$ cat src/inc/jtp_consts.svh
// Constants for the output test pattern generator: offsets, fields, resets
`ifndef JTP_CONSTS_SVH
`define JTP_CONSTS_SVH
`define JTP_OFS_TRANSPORT_CTRL 8'h01
`define JTP_OFS_LINK_CTRL 8'h03
`define JTP_OFS_PAT_SEL_A 8'h37
`define JTP_OFS_PAT_SEL_B 8'h38
`define JTP_OFS_CUST1_HI 8'h75
`define JTP_OFS_CUST1_LO 8'h76
`define JTP_OFS_CUST2_HI 8'h77
`define JTP_OFS_CUST2_LO 8'h78
`define JTP_OFS_CTRL 8'h79
`define JTP_OFS_STATUS 8'h7A
`define JTP_LTT_BIT 4
`define JTP_LINK_SEL_HI 7
`define JTP_LINK_SEL_LO 5
`define JTP_CTRL_SCR_BIT 0
`define JTP_CTRL_SYSREF_BIT 1
`define JTP_CTRL_ILA_RESTART_BIT 2
`define JTP_RST_BYTE 8'h00
`define JTP_RST_WORD 16'h0000
`define JTP_TOGGLE_WORD 16'hAAAA
`define JTP_DESKEW_WORD 16'h0FFF
`define JTP_K28_5 8'hBC
`define JTP_D21_5 8'hB5
`define JTP_K28_0 8'h1C
`define JTP_K28_3 8'h7C
`define JTP_ILA_MULTIFRAMES 4
`define JTP_RPAT_LEN 12
`endif

$ cat src/inc/jtp_pkg.sv
// Types shared by the output test pattern generator modules
package jtp_pkg;
    typedef enum logic [3:0] {
        PAT_NORMAL = 4'h0, PAT_ZEROS = 4'h1, PAT_ONES = 4'h2,
        PAT_TOGGLE = 4'h3, PAT_RAMP = 4'h4, PAT_CUSTOM1 = 4'h6,
        PAT_CUSTOM12 = 4'h7, PAT_DESKEW = 4'h8
    } jtp_pat_type;
    typedef enum logic [2:0] {
        LNK_NORMAL = 3'h0, LNK_D215 = 3'h1, LNK_K285 = 3'h2,
        LNK_ILA_RPT = 3'h3, LNK_RPAT = 3'h4
    } jtp_link_type;
    typedef enum {ST_CGS, ST_ILA, ST_DATA} jtp_link_state_type;
endpackage

$ cat src/inc/jtp_fifo_if.sv
// Valid/ready word carrier between the generator and its FIFO
`timescale 1ns/100ps
interface jtp_fifo_if #(parameter int WIDTH = 16);
    logic valid;
    logic ready;
    logic [WIDTH-1:0] data;
    modport source (output valid, output data, input ready);
    modport sink (input valid, input data, output ready);
endinterface

$ cat src/design/jtp_fifo.sv
// Word FIFO with valid/ready on both sides
`timescale 1ns/100ps
module jtp_fifo #(
    parameter int WIDTH = 16,
    parameter int DEPTH = 8
) (
    // Clock and reset
    input wire logic clk,
    input wire logic rst_b,
    // Fill side
    jtp_fifo_if.sink wr,
    // Drain side
    output logic rd_valid,
    output logic [WIDTH-1:0] rd_data,
    input wire logic rd_ready
);
    localparam int AW = $clog2(DEPTH);
    typedef struct packed {
        logic [AW-1:0] wp;
        logic [AW-1:0] rp;
        logic [AW:0] cnt;
        logic [WIDTH-1:0] dout;
        logic dvalid;
    } jtp_fifo_state_type;
    jtp_fifo_state_type s_reg, s_next;
    logic [WIDTH-1:0] mem [DEPTH];
    logic push, pop;

    // Handshakes: full stalls the filler, read register refills on pop
    assign wr.ready = (s_reg.cnt != (AW+1)'(DEPTH));
    assign push = wr.valid && wr.ready;
    assign pop = (s_reg.cnt != '0) && (!s_reg.dvalid || rd_ready);
    assign rd_valid = s_reg.dvalid;
    assign rd_data = s_reg.dout;

    // Next state
    always_comb
    begin
        s_next = s_reg;
        if (rd_ready)
            s_next.dvalid = 1'b0;
        if (push)
            s_next.wp = (s_reg.wp == AW'(DEPTH-1)) ? '0 : s_reg.wp + 1'b1;
        if (pop)
        begin
            s_next.rp = (s_reg.rp == AW'(DEPTH-1)) ? '0 : s_reg.rp + 1'b1;
            s_next.dout = mem[s_reg.rp];
            s_next.dvalid = 1'b1;
        end
        s_next.cnt = s_reg.cnt + (AW+1)'(push) - (AW+1)'(pop);
    end

    // Storage has no reset; pointers, count and read register need a known value
    always_ff @(posedge clk)
    begin
        if (push)
            mem[s_reg.wp] <= wr.data;
    end

    always_ff @(posedge clk or negedge rst_b)
    begin
        if (!rst_b)
            s_reg <= '0;
        else
            s_reg <= s_next;
    end
endmodule // jtp_fifo

$ cat src/design/jtp_gen.sv
// Output test pattern generator: sample, transport and link layer patterns
`timescale 1ns/100ps
`include "jtp_consts.svh"
// Behaviour
// - Selected pattern replaces samples independently for each of the two channels' streams.
// - Sample pattern selector active only with down-converter on; held at 37h for channel A, 38h for channel B.
// - Codes 0000 normal, 0001 all zeros, 0010 all ones.
// - Code 0011 alternates 1010 word and its complement per clock.
// - Code 0100 ramps up one LSB per clock, 0 to 65535, wraps.
// - Code 0110 outputs custom pattern one from 75h and 76h.
// - Code 0111 alternates custom pattern one and two per clock.
// - Code 1000 outputs deskew word FFFh.
// - Complex or dual-band mode adds two streams per channel, same pattern.
// - SYSREF can restart both channels' pattern sequences together.
// - A 16-bit wide pattern is available in place of samples.
// - Transport packs samples into octets per frame, pads with zeros.
// - Bit 4 of 01h sends long transport test pattern; resets 0.
// - Link layer scrambles transport octets, then encodes them.
// - Link layer sends lane alignment and software can restart it.
// - Link test patterns inserted after encoder, bypassing it; code 011 lane alignment still goes through it.
// - Bits 7-5 of 03h: 000 normal, 001 D21.5, 010 K28.5.
// - Code 011 repeats lane alignment; code 100 sends 12-octet RPAT.
// - Custom AAAAh with scrambling on yields PRBS through the encoder.
// - While sync request low, send K28.5 continuously; link codes 001, 010 and 100 send their pattern instead.
// - After release, start alignment at multiframe boundary, four multiframes.
module jtp_gen #(
    parameter int STREAMS = 8,
    parameter int FRAME_OCTETS = 2,
    parameter int MF_FRAMES = 4,
    parameter int FIFO_DEPTH = 8
) (
    // Clock and reset
    input wire logic SYS_CLK,
    input wire logic RST_B,
    // Register port
    input wire logic REG_WR,
    input wire logic [7:0] REG_ADDR,
    input wire logic [7:0] REG_WDATA,
    output logic [7:0] REG_RDATA,
    // Converter samples, one 16-bit word per stream
    input wire logic [STREAMS*16-1:0] SAMPLE_IN,
    input wire logic DDC_ENABLE,
    input wire logic COMPLEX_MODE,
    // Link timing
    input wire logic SYSREF,
    input wire logic SYNC_REQ_B,
    // Lane output: octet and control flag
    output logic LANE_VALID,
    output logic [7:0] LANE_OCTET,
    output logic LANE_IS_K,
    output logic LANE_ENCODE,
    input wire logic LANE_READY
);
    localparam int FW = $clog2(FRAME_OCTETS*MF_FRAMES+1);
    localparam int ACT = STREAMS / 2;

    // ------------------------------------------------------------
    // State
    // ------------------------------------------------------------
    typedef struct packed {
        logic [7:0] tctl;
        logic [7:0] lctl;
        logic [7:0] sel_a;
        logic [7:0] sel_b;
        logic [15:0] cust1;
        logic [15:0] cust2;
        logic [7:0] ctl;
        logic [3:0] pat_act;
        logic [2:0] lnk_act;
        logic ltt_act;
        logic [15:0] ramp;
        logic phase;
        logic [15:0] lfsr;
        logic [FW-1:0] oct;
        logic [2:0] mf;
        logic [3:0] rpat;
        jtp_pkg::jtp_link_state_type st;
        logic [STREAMS*16-1:0] words;
        logic sysref_d;
    } jtp_state_type;
    jtp_state_type s_reg, s_next;

    jtp_fifo_if #(.WIDTH(10)) fif ();
    logic [9:0] fifo_out;
    logic fifo_rd_valid;

    // ------------------------------------------------------------
    // Helpers
    // ------------------------------------------------------------
    // Unlisted codes fall back to normal data
    function automatic logic [3:0] pat_legal(input logic [3:0] c);
        unique case (c)
            4'h0, 4'h1, 4'h2, 4'h3, 4'h4, 4'h6, 4'h7, 4'h8: return c;
            default: return 4'h0;
        endcase
    endfunction

    function automatic logic [2:0] lnk_legal(input logic [2:0] c);
        return (c > 3'h4) ? 3'h0 : c;
    endfunction

    // Register reads decoded once, used by read mux
    function automatic logic [7:0] reg_read(input jtp_state_type s,
                                            input logic [7:0] a);
        unique case (a)
            `JTP_OFS_TRANSPORT_CTRL: return s.tctl;
            `JTP_OFS_LINK_CTRL: return s.lctl;
            `JTP_OFS_PAT_SEL_A: return s.sel_a;
            `JTP_OFS_PAT_SEL_B: return s.sel_b;
            `JTP_OFS_CUST1_HI: return s.cust1[15:8];
            `JTP_OFS_CUST1_LO: return s.cust1[7:0];
            `JTP_OFS_CUST2_HI: return s.cust2[15:8];
            `JTP_OFS_CUST2_LO: return s.cust2[7:0];
            `JTP_OFS_CTRL: return s.ctl;
            `JTP_OFS_STATUS: return {3'h0, s.st == jtp_pkg::ST_DATA,
                                     s.pat_act};
            default: return 8'h00;
        endcase
    endfunction

    // ------------------------------------------------------------
    // Per-stream pattern mux
    // ------------------------------------------------------------
    logic [STREAMS*16-1:0] pat_words;
    logic [3:0] code_a, code_b;
    assign code_a = DDC_ENABLE ? s_reg.pat_act : 4'h0;
    assign code_b = DDC_ENABLE ? pat_legal(s_reg.sel_b[3:0]) : 4'h0;

    genvar g;
    generate
        for (g = 0; g < STREAMS; g++)
        begin : g_stream
            logic [3:0] code;
            logic [15:0] w;
            logic used;
            // Half the streams serve channel A; extra I/Q pair gated
            assign code = (g < ACT) ? code_a : code_b;
            assign used = COMPLEX_MODE || ((g % ACT) < (ACT / 2));
            always_comb
            begin
                unique case (code)
                    4'h1: w = `JTP_RST_WORD;
                    4'h2: w = 16'hFFFF;
                    4'h3: w = s_reg.phase ? ~`JTP_TOGGLE_WORD
                                          : `JTP_TOGGLE_WORD;
                    4'h4: w = s_reg.ramp;
                    4'h6: w = s_reg.cust1;
                    4'h7: w = s_reg.phase ? s_reg.cust2 : s_reg.cust1;
                    4'h8: w = `JTP_DESKEW_WORD;
                    default: w = SAMPLE_IN[g*16 +: 16];
                endcase
            end
            assign pat_words[g*16 +: 16] = used ? w : 16'h0000;
        end
    endgenerate

    // ------------------------------------------------------------
    // Transport octet and link framing
    // ------------------------------------------------------------
    logic [7:0] tr_octet, scr_octet, out_octet;
    logic [15:0] lfsr_adv;
    logic out_k, out_enc, frame_end, mf_end, frame_start, do_step;
    logic [FW-1:0] oct_in_frame;
    logic [STREAMS*16-1:0] sh;

    assign oct_in_frame = FW'(s_reg.oct % FW'(FRAME_OCTETS));
    assign frame_start = (oct_in_frame == '0);
    assign frame_end = (oct_in_frame == FW'(FRAME_OCTETS-1));
    assign mf_end = (s_reg.oct == FW'(FRAME_OCTETS*MF_FRAMES-1));
    assign do_step = fif.ready;
    assign sh = s_reg.words >> (16 * (32'(oct_in_frame) >> 1));

    // Octet from current frame's held words, high byte first
    always_comb
    begin
        tr_octet = oct_in_frame[0] ? sh[7:0] : sh[15:8];
        if (s_reg.ltt_act)
            tr_octet = {4'(oct_in_frame), 4'(s_reg.oct / FW'(FRAME_OCTETS))};
    end

    // Self-synchronous scrambler 1 + x^14 + x^15, msb first
    always_comb
    begin
        lfsr_adv = s_reg.lfsr;
        scr_octet = tr_octet;
        for (int i = 7; i >= 0; i--)
        begin
            scr_octet[i] = tr_octet[i] ^ lfsr_adv[14] ^ lfsr_adv[13];
            lfsr_adv = {lfsr_adv[14:0], scr_octet[i]};
        end
    end

    // Link output select; D21.5, K28.5 and RPAT patterns skip the encoder
    always_comb
    begin
        out_octet = s_reg.ctl[`JTP_CTRL_SCR_BIT] ? scr_octet : tr_octet;
        out_k = 1'b0;
        out_enc = 1'b1;
        unique case (s_reg.st)
            jtp_pkg::ST_CGS:
            begin
                out_octet = `JTP_K28_5;
                out_k = 1'b1;
            end
            jtp_pkg::ST_ILA:
            begin
                out_k = frame_start || frame_end;
                out_octet = frame_end ? `JTP_K28_3
                          : (frame_start ? `JTP_K28_0 : tr_octet);
            end
            jtp_pkg::ST_DATA: ;
        endcase
        unique case (s_reg.lnk_act)
            jtp_pkg::LNK_D215:
            begin
                out_octet = `JTP_D21_5;
                out_k = 1'b0;
                out_enc = 1'b0;
            end
            jtp_pkg::LNK_K285:
            begin
                out_octet = `JTP_K28_5;
                out_k = 1'b1;
                out_enc = 1'b0;
            end
            jtp_pkg::LNK_RPAT:
            begin
                out_octet = 8'(8'hBE + 8'(s_reg.rpat) * 8'h1D);
                out_k = 1'b0;
                out_enc = 1'b0;
            end
            default: ;
        endcase
    end

    // ------------------------------------------------------------
    // Next state
    // ------------------------------------------------------------
    always_comb
    begin
        s_next = s_reg;
        s_next.sysref_d = SYSREF;
        if (REG_WR)
        begin
            unique case (REG_ADDR)
                `JTP_OFS_TRANSPORT_CTRL: s_next.tctl = REG_WDATA;
                `JTP_OFS_LINK_CTRL: s_next.lctl = REG_WDATA;
                `JTP_OFS_PAT_SEL_A: s_next.sel_a = REG_WDATA;
                `JTP_OFS_PAT_SEL_B: s_next.sel_b = REG_WDATA;
                `JTP_OFS_CUST1_HI: s_next.cust1[15:8] = REG_WDATA;
                `JTP_OFS_CUST1_LO: s_next.cust1[7:0] = REG_WDATA;
                `JTP_OFS_CUST2_HI: s_next.cust2[15:8] = REG_WDATA;
                `JTP_OFS_CUST2_LO: s_next.cust2[7:0] = REG_WDATA;
                `JTP_OFS_CTRL: s_next.ctl = REG_WDATA;
                default: ;
            endcase
        end
        // Pattern counters advance every clock
        s_next.ramp = s_reg.ramp + 16'h0001;
        s_next.phase = ~s_reg.phase;
        if (SYSREF && !s_reg.sysref_d && s_reg.ctl[`JTP_CTRL_SYSREF_BIT])
        begin
            s_next.ramp = `JTP_RST_WORD;
            s_next.phase = 1'b0;
        end
        if (do_step)
        begin
            s_next.lfsr = s_reg.ctl[`JTP_CTRL_SCR_BIT] ? lfsr_adv
                                                      : s_reg.lfsr;
            s_next.oct = mf_end ? '0 : s_reg.oct + 1'b1;
            s_next.rpat = (s_reg.rpat == 4'(`JTP_RPAT_LEN-1))
                        ? 4'h0 : s_reg.rpat + 4'h1;
            if (frame_end)
            begin
                // Selectors and samples latched only between frames
                s_next.words = pat_words;
                s_next.pat_act = pat_legal(s_reg.sel_a[3:0]);
                s_next.lnk_act = lnk_legal(
                    s_reg.lctl[`JTP_LINK_SEL_HI:`JTP_LINK_SEL_LO]);
                s_next.ltt_act = s_reg.tctl[`JTP_LTT_BIT];
            end
            if (mf_end && s_reg.st == jtp_pkg::ST_CGS && SYNC_REQ_B)
            begin
                s_next.st = jtp_pkg::ST_ILA;
                s_next.mf = 3'h0;
            end
            else if (mf_end && s_reg.st == jtp_pkg::ST_ILA)
            begin
                s_next.mf = s_reg.mf + 3'h1;
                if (s_reg.mf == 3'(`JTP_ILA_MULTIFRAMES-1)
                    && s_reg.lnk_act != jtp_pkg::LNK_ILA_RPT)
                    s_next.st = jtp_pkg::ST_DATA;
                else if (s_reg.mf == 3'(`JTP_ILA_MULTIFRAMES-1))
                    s_next.mf = 3'h0;
            end
            // Repeat mode also pulls a running link back to commas
            else if (mf_end && s_reg.lnk_act == jtp_pkg::LNK_ILA_RPT)
                s_next.st = jtp_pkg::ST_CGS;
        end
        // Self-clearing restart bit; a fresh write of it wins
        if (s_reg.ctl[`JTP_CTRL_ILA_RESTART_BIT])
        begin
            if (!REG_WR || REG_ADDR != `JTP_OFS_CTRL)
                s_next.ctl[`JTP_CTRL_ILA_RESTART_BIT] = 1'b0;
            s_next.st = jtp_pkg::ST_CGS;
        end
        if (!SYNC_REQ_B)
            s_next.st = jtp_pkg::ST_CGS;
    end

    // Register all state; everything resets to zero
    always_ff @(posedge SYS_CLK or negedge RST_B)
    begin
        if (!RST_B)
        begin
            s_reg <= '0;
            s_reg.st <= jtp_pkg::ST_CGS;
        end
        else
            s_reg <= s_next;
    end

    // ------------------------------------------------------------
    // Output FIFO; a stalled lane holds the framer
    // ------------------------------------------------------------
    assign fif.valid = 1'b1;
    assign fif.data = {out_enc, out_k, out_octet};

    jtp_fifo #(.WIDTH(10), .DEPTH(FIFO_DEPTH)) u_fifo (
        .clk(SYS_CLK),
        .rst_b(RST_B),
        .wr(fif.sink),
        .rd_valid(fifo_rd_valid),
        .rd_data(fifo_out),
        .rd_ready(LANE_READY)
    );

    assign LANE_VALID = fifo_rd_valid;
    assign LANE_OCTET = fifo_out[7:0];
    assign LANE_IS_K = fifo_out[8];
    assign LANE_ENCODE = fifo_out[9];
    assign REG_RDATA = reg_read(s_reg, REG_ADDR);
endmodule // jtp_gen

$ cat config.mk
export PLATFORM = sky130hd
export DESIGN_NAME = jtp_gen
export DESIGN_NICKNAME = d
export VERILOG_FILES = /design/src/inc/jtp_pkg.sv /design/src/inc/jtp_fifo_if.sv /design/src/design/jtp_fifo.sv /design/src/design/jtp_gen.sv
export VERILOG_INCLUDE_DIRS = /design/src /design/src/inc
export SDC_FILE = /design/constraint.sdc
export NUM_CORES = 1
export LEC_CHECK = 0
export ABC_CLOCK_PERIOD_IN_PS = 3600
export BUFFER_PORTS_ARGS = -buffer_cell sky130_fd_sc_hd__buf_2
export CELL_PAD_IN_SITES_DETAIL_PLACEMENT = 0
export CELL_PAD_IN_SITES_GLOBAL_PLACEMENT = 1
export CORE_MARGIN = 3
export CORE_UTILIZATION = 30
export CTS_BUF_LIST = sky130_fd_sc_hd__clkbuf_2
export CTS_CLUSTER_SIZE = 30
export DETAILED_ROUTE_END_ITERATION = 10
export PLACE_DENSITY_LB_ADDON = 0.2
export REMOVE_ABC_BUFFERS = 1
export SLEW_MARGIN = 0
export SYNTH_ARGS = -nofsm -noshare
export SYNTH_HDL_FRONTEND = slang
export SYNTH_SLANG_ARGS = --single-unit
$ cat constraint.sdc
create_clock -name SYS_CLK -period 3.6 [get_ports SYS_CLK]
set_clock_uncertainty 0.05 [all_clocks]
set_input_delay 1.08 -clock SYS_CLK [delete_from_list [all_inputs] [get_ports SYS_CLK]]
set_output_delay 1.08 -clock SYS_CLK [all_outputs]
set_load 0.01 [all_outputs]
# Yosys cells after proc, flatten, opt, wreduce, memory -nomap -nowiden
# Memory sizes are Yosys's and may differ from the RTL's. A register that Yosys moved wholly into a read port is not among the register bits.
# Index checks and enable logic that the tools add are counted.
[classes] mul=1 mux=55 eq_ne=56 magnitude_cmp=1 n_reduce_logical=40 bitwise_logic=17 add_sub_neg=9
[op_table] cell="16-bit case mux with 7 select lines" count=8
[op_table] cell="32-bit two-way mux" count=6
[op_table] cell="160-bit two-way mux" count=1
[op_table] cell="128-bit two-way mux" count=1
[op_table] cell="16-bit two-way mux" count=6
[op_table] cell="8-bit case mux with 10 select lines" count=1
[op_table] cell="32-bit logical NOT" count=2
[op_table] cell="4-bit by 3-bit equality test with 1-bit output (second input constant)" count=13
[op_table] cell="8-bit by 7-bit equality test with 1-bit output (second input constant)" count=6
[op_table] cell="8-bit two-way mux" count=5
[op_table] cell="32-bit by 1-bit equality test with 1-bit output (second input constant)" count=1
[op_table] cell="32-bit by 2-bit equality test with 1-bit output (second input constant)" count=1
[op_table] cell="32-bit by 3-bit equality test with 1-bit output (second input constant)" count=1
[op_table] cell="4-bit by 2-bit equality test with 1-bit output (second input constant)" count=8
[op_table] cell="3-bit two-way mux" count=9
[op_table] cell="4-bit two-way mux" count=6
[op_table] cell="8-bit case mux with 3 select lines" count=1
[op_table] cell="2-bit AND reduction" count=12
[op_table] cell="4-bit equality test (second input constant)" count=5
[op_table] cell="17-bit two-way mux" count=1
[op_table] cell="16-bit by 1-bit adder with 16-bit output (second input constant)" count=1
[op_table] cell="4-bit by 1-bit equality test with 1-bit output (second input constant)" count=4
[op_table] cell="8-bit by 6-bit equality test with 1-bit output (second input constant)" count=2
[op_table] cell="8-bit case mux with 2 select lines" count=1
[op_table] cell="other kinds (32)" count=77
[totals] wordCells=206 inputBits=152 n_memories=1 reg_bits=296 mem_bits_rw=80
[memory_table] name="u_fifo.mem" depth=8 word_bits=10 rd=1 rd_ports_with_merged_regs=1 wr=1 line="jtp_fifo.sv:26" text="logic [WIDTH-1:0] mem [DEPTH];"

# Depth between registers and ports, before layout
# Gate-level depths: netlist (run 1).
[logic_depth] ltp_word=11 depth_mapped=12

# Cells and area by module
# From an unflattened synthesis (run 1), not the netlist that was laid out.
[hier_totals] hier_cells=1002 hier_area_um2=12234.2
[by_module_without_submodules] mod="jtp_gen" cells_each=749 seq_area_each_um2=3553.4 area_per_inst_um2=7923.8 n_inst=1
[by_module_without_submodules] mod="jtp_fifo" cells_each=253 seq_area_each_um2=2927.8 area_per_inst_um2=4310.4 n_inst=1

# Worst setup path before layout (run 1)
# Ideal clock, no wire load.
[synth_path] path_type="in2out" start="in REG_ADDR[6]" end="out REG_RDATA[5]" cell_stages=7 path_slack_ps=313 arrival_ps=2157 path_buffers=2 required_time_ps=2470 cell_sequence="buf_2 -> nor2_1 -> and2_1 -> buf_4 -> a22o_1 -> a211oi_1 -> nand3_1"
[synth_via] elab_chain_len=2 word_cells_on_any_way=11 classes_between="eq/ne (10); mux (1)"
[synth_rtl] item="start: declaration" line="jtp_gen.sv:37" text="input wire logic [7:0] REG_ADDR,"
[synth_rtl] item="8-bit by 7-bit equality test with 1-bit output (tied with other cells)" line="jtp_gen.sv:105" text="unique case (a)"
[synth_rtl] item="8-bit case mux with 10 select lines (*)" line="jtp_gen.sv:105"
[synth_rtl] item="end: declaration" line="jtp_gen.sv:39" text="output logic [7:0] REG_RDATA,"
# Every way passes the cells marked *; elsewhere a longest branch is shown, timed or not.

# Worst setup path after layout (run 1)
[layout_path] start="in REG_ADDR[1]" end="out REG_RDATA[1]"
# The elaborated chain is that of the path after synthesis.

==> flow_summary.ini, run 1 <==
[global_routing]
grt_pass1_wl_um = 49500
antenna_found_initial = 2
grt_start_max_net_pins = 63
track_usage_pct = 15.4
grt-ovfl-total = 0
grt_pass1_vias = 8467

[final_layout]
finish.net_count = 1310
fin_util_pct = 36.0
final_cells = 1702
area.growth.synth_to_final_pct = 17.1
largest_register_ffs = 134
drive_above_1_share_pct = 34.3

[sta]
fmax_mhz = 281
worst_slew_pin_slew_ns = 1.01
layout_setup_ws_ns = 0.0459
slew-limit-headroom_pct = 32.6
rsz0062_at_grt = yes
drv_slew = 0
fin_crit_sh_pct = 98.7
min_period_ns = 3.55
whs_ns = 0.276
setup_tns_ns = 0
hold_violations = 0
setup_viol = 0

[routing]
vias_per_cell = 4.75
postRouteAntennaNets = 0
wirelength_um = 31500
drt_pre_antenna_iters = 6
dr.first_iter.drc_count = 344
wl_per_cell_um = 18.5
drc_errors = 0
num_vias = 8083

[logic_synthesis]
syn_area_per_cell_um2 = 12.3
synth_cell_types = 75
async_flop_share_pct = 67.1
synth_top_flop_cell = dfrtp_1
syn_area_mm2 = 0.0121
synth_edf_count = 80
synth-seq-cells = 243
syn_inst = 983
ys.warnings.count = 0
ys_seq_area_share_pct = 53.7

[outcome]
status = finished clean

[setup_path]
worstSetupPathType = in2out
cp_common_cell = buf_2
cp_max_fo = 5
path_cells = buf_2 > and4b_2 > buf_4 > a32o_1 > a21oi_1 > nand4_1 > buf_2
crit-reg2reg-launch = s_reg[162]
ff2ff_setup_slack_ns = 0.27
cp_num_buf_inv = 3
critical_path_required_ns = 2.47
worst_setup_path_start_kind = input pin
crit_arrival_ns = 2.42
max_stage_delay_ns = 0.29
cp_slowest_cell = and4b_2
crit_path_end_kind = output port
worst_path_dominant_cell_family = buffers and inverters
crit_start = REG_ADDR[1]

[placed_design]
dp_slack_ns = -0.135
place_inst = 1565
dpl.hpwl_um = 21700
port_buffers = 57
gp_congestion = 0.774

[clock_tree]
cts_tree = built
cts_buffer_depth = 3
path_clk_slew_ns = 0.09
insertion_delay_ns = 0.93
cts.sinks = 243
root_buffer = clkbuf_2
cts_made_buffers = 72
htreeDepth = 3

[floorplan]
dieArea_mm2 = 0.0426
dieHeight_um = 207
initial_core_util_pct = 30.8
io_pins = 171
rows = 72
coreArea_mm2 = 0.0392
die_w_um = 207

[min_path]
hp-start = SYSREF
hp-class = in2reg

[job]
maxCapViolCount = 0

[pwr]
p_per_area_mw_per_mm2 = 693
leakagePower_nw = 6.12
ir_drop_v = 0.000336
-- path summary, 6_finish.rpt --
kind / to / cells after the start
min reg2reg: lfsr_adv[9] / 2
max reg2reg: u_fifo.mem[4][6] / 10
min in group asynchronous: u_fifo.s_reg[18] / 2
max: REG_RDATA[1] / 7
max in group asynchronous: s_reg[209] / 3
min: s_reg[0] / 1
-- area by class of cell --
class / instances / area, um2
antenna: 3 / 7.51
clock buffer: 111 / 556
clock inverter: 18 / 97.6
fill: 3959 / 25100
inverter: 27 / 101
multi-input combinational: 659 / 5340
sequential: 243 / 6480
tap: 518 / 648
timing repair buffer: 123 / 896
-- cells in the mapped netlist, drive strengths merged, types with 9 or more instances --
master | number | share of area [%]
a21oi | 33 | 1.4
a22oi | 11 | 0.68
and3 | 14 | 0.73
buf | 32 | 1.8
clkbuf | 22 | 0.68
dfrtp | 163 | 34
edfxtp | 80 | 20
ha | 25 | 2.6
inv | 27 | 0.84
mux2 | 92 | 8.8
mux2i | 30 | 2.5
mux4 | 20 | 3.7
nand2 | 95 | 3.0
nand2b | 12 | 0.62
nand3 | 27 | 1.3
nand4 | 9 | 0.47
nor2 | 75 | 2.6
nor2b | 9 | 0.47
nor3 | 17 | 0.71
nor3b | 11 | 0.77
o21ai | 34 | 1.4
xnor2 | 23 | 1.7
xor2 | 24 | 1.7
-- power by group --
| group | internal, mW | leakage, nW | switching (mW) |
|---|---|---|---|
| logic | 1.60 | 2.86 | 1.91 |
| registers | 3.60 | 2.74 | 0.553 |
| clock network | 0.884 | 0.512 | 1.23 |
-- layer usage --
metal | track usage, % | share of wire (%) | vias up
li1 | - | - | 3914
met1 | 20.4 | 46 | 3984
met2 | 24.6 | 48 | 135
met3 | 3.54 | 3.4 | 50
met4 | 5.53 | 2.3 | 0
met5 | 0 | 0 | -
-- metrics by stage --
step	instance area, um2	total power [mW]
after floorplan	11800	6.54
after global placement	13200	7.75
after detailed placement	13200	7.80
after CTS	14000	10.0
after global routing	14100	10.7
final	14100	9.78
-- cell families after synthesis --
logic type / after synthesis / share of synthesized area, %
AOI/OAI and AO/OA: 139 / 7.87
buffers and inverters: 81 / 3.30
DFF: 243 / 53.7
and+or+nand+nor: 299 / 12.9
xor gates and xnor gates: 47 / 3.41
adders and majority gates: 32 / 3.76
muxes: 142 / 15.1
-- repair_timing --
action / in CTS / in global routing
hold buffers: 1 / 0
cloned: 0 / 0
hold endpoints to repair: 29 / 0
setup buffers: 2 / 3
gates resized for setup: 11 / 42
pin swaps: 2 / 16
setup endpoints to repair: 7 / 16
-- placed cells by master, fill, tap and decap left out, types with 5 or more instances in the layout --
cell type	Yosys	final
dfrtp_1	163	161
clkbuf_2	0	111
nand2_1	92	90
mux2_2	83	83
edfxtp_1	80	80
nor2_1	70	70
buf_4	12	56
buf_2	15	52
a21oi_1	33	30
mux2i_1	30	30
inv_1	26	25
o21ai_0	33	25
ha_1	25	25
xor2_1	24	24
xnor2_1	23	23
nand3_1	23	21
mux4_2	20	20
nor3_1	17	16
clkinv_1	0	13
nand2b_1	12	12
and3_1	14	12
nand4_1	9	9
nor3b_2	2	8
nor2b_1	9	8
a22oi_1	11	8
mux2_4	8	8
buf_6	4	8
o21ai_1	1	7
a221oi_1	7	7
fa_1	7	7
a22o_1	6	6
nand3b_1	6	6
o211ai_1	6	6
a21o_1	5	5
nand2_2	3	5
o22ai_1	6	5
buf_12	0	5
Power figures use the tool's default switching activity.
==> run 2, diff against run 1 <==
PLACE_DENSITY_LB_ADDON = 0.25   (was 0.2)
==> flow_summary.ini, run 2 (synthesis gave the netlist of run 1 again) <==
[sta]
rsz0062_at_grt = yes
layout_setup_ws_ns = 0.0348
fin_crit_sh_pct = 99.0
min_period_ns = 3.57
whs_ns = 0.130
worst_slew_pin_slew_ns = 0.992
setup_tns_ns = 0
setup_viol = 0
slew-limit-headroom_pct = 33.6
drv_slew = 0
fmax_mhz = 280
hold_violations = 0

[routing]
vias_per_cell = 4.82
drt_pre_antenna_iters = 4
wirelength_um = 31200
drc_errors = 0
num_vias = 8135
dr.first_iter.drc_count = 412
wl_per_cell_um = 18.5
postRouteAntennaNets = 0

[placed_design]
dp_slack_ns = -0.0801
place_area_mm2 = 0.0132
port_buffers = 57
dpl.hpwl_um = 21300
place_inst = 1559
gp_congestion = 0.790

[pwr]
leakagePower_nw = 6.06
p_per_area_mw_per_mm2 = 699
power_mw = 9.85
ir_drop_v = 0.000272

[floorplan]
io_pins = 171
dieArea_mm2 = 0.0426
die_w_um = 207
rows = 72
dieHeight_um = 207
initial_core_util_pct = 30.8
coreArea_mm2 = 0.0392

[global_routing]
grt-ovfl-total = 0
track_usage_pct = 14.9
antenna_found_initial = 1
gr-usage-met3_pct = 3.23
grt_pass1_vias = 8407
grt_pass1_wl_um = 48800
busiest_layer = met2
grt_start_max_net_pins = 67
use_met1_pct = 19.5
met2_usage_pct = 24.6

[clock_tree]
cts_buffer_depth = 3
insertion_delay_ns = 0.87
root_buffer = clkbuf_2
cts_tree = built
cts.sinks = 243
htreeDepth = 3
path_clk_slew_ns = 0.10
cts_made_buffers = 69
cts_hold_buffers = 0

[setup_path]
worst_setup_path_start_kind = input pin
crit_start = REG_ADDR[5]
ff2ff_path_depth = 10
critical_path_required_ns = 2.47
cp_max_fo = 5
worstSetupPathType = in2out
crit-reg2reg-launch = s_reg[162]
crit_path_end_kind = output port
crit_arrival_ns = 2.44

[outcome]
status = finished clean

[final_layout]
largest_register_ffs = 134
fin_util_pct = 35.9
final_cell_mix = dfrtp_1 (163), clkbuf_2 (97), nand2_1 (92)
drive_above_1_share_pct = 32.8
final_cells = 1687
finish.net_count = 1301
area.growth.synth_to_final_pct = 16.7
design_area_mm2 = 0.0141
mostFrequentLayoutCell = dfrtp_1

[min_path]
hp-class = in2async

[job]
maxCapViolCount = 0
==> run 2: changes by cell type in the layout (fill, tap and decap cells not counted), sizes merged, moves of 2 or more <==
cell	before	now
buf	122	116
bufinv	1	4
clkbuf	111	97
clkinv	16	18
diode	3	1
==> run 2: routing by layer <==
metal / wire length, um / share of wire, % / up-vias
met5: 0 / 0 / -
met4: 766 / 2.5 / 0
met3: 1160 / 3.7 / 51
met2: 15000 / 48 / 154
met1: 14300 / 46 / 4047
li1: - / - / 3883
==> run 2: where the power goes <==
group	internal (mW)	switching, mW
Clock	1.01	1.20
Sequential	3.60	0.590
Combinational	1.60	1.85
==> run 2: repair_timing <==
| item | CTS | global route |
|---|---|---|
| setup buffers | 5 | 2 |
| endpoints found under the setup margin | 8 | 12 |
| resized for setup | 19 | 24 |
| pin swaps | 9 | 11 |
| cloned | 0 | 1 |
==> run 2: final timing paths <==
kind	endpoint	slack, ns
max in group asynchronous	s_reg[212]	2.56
worst max register to register	u_fifo.mem[4][6]	0.29
min in group SYS_CLK	s_reg[0]	0.35
worst min register to register	lfsr_adv[13]	0.43
worst max-delay path	REG_RDATA[0]	0.03
worst min-delay path	u_fifo.s_reg[14]	0.13
==> run 2: worst max-delay path, cell delays in order <==
cell and delay [ns]:
buf_6 0.09, buf_6 0.11, nor4_4 0.34, and2_2 0.31, and3_1 0.17, o21ai_0 0.07
nand4_1 0.12, buf_2 0.14
==> run 2: area by class of cell <==
class                      count  area (um2)
tap                          518         648
inverter                      27         101
timing repair buffer         116         812
clock inverter                25         204
antenna                        1        2.50
clock buffer                  97         485
fill                        3975       25100
multi-input combinational    660        5340
sequential                   243        6480
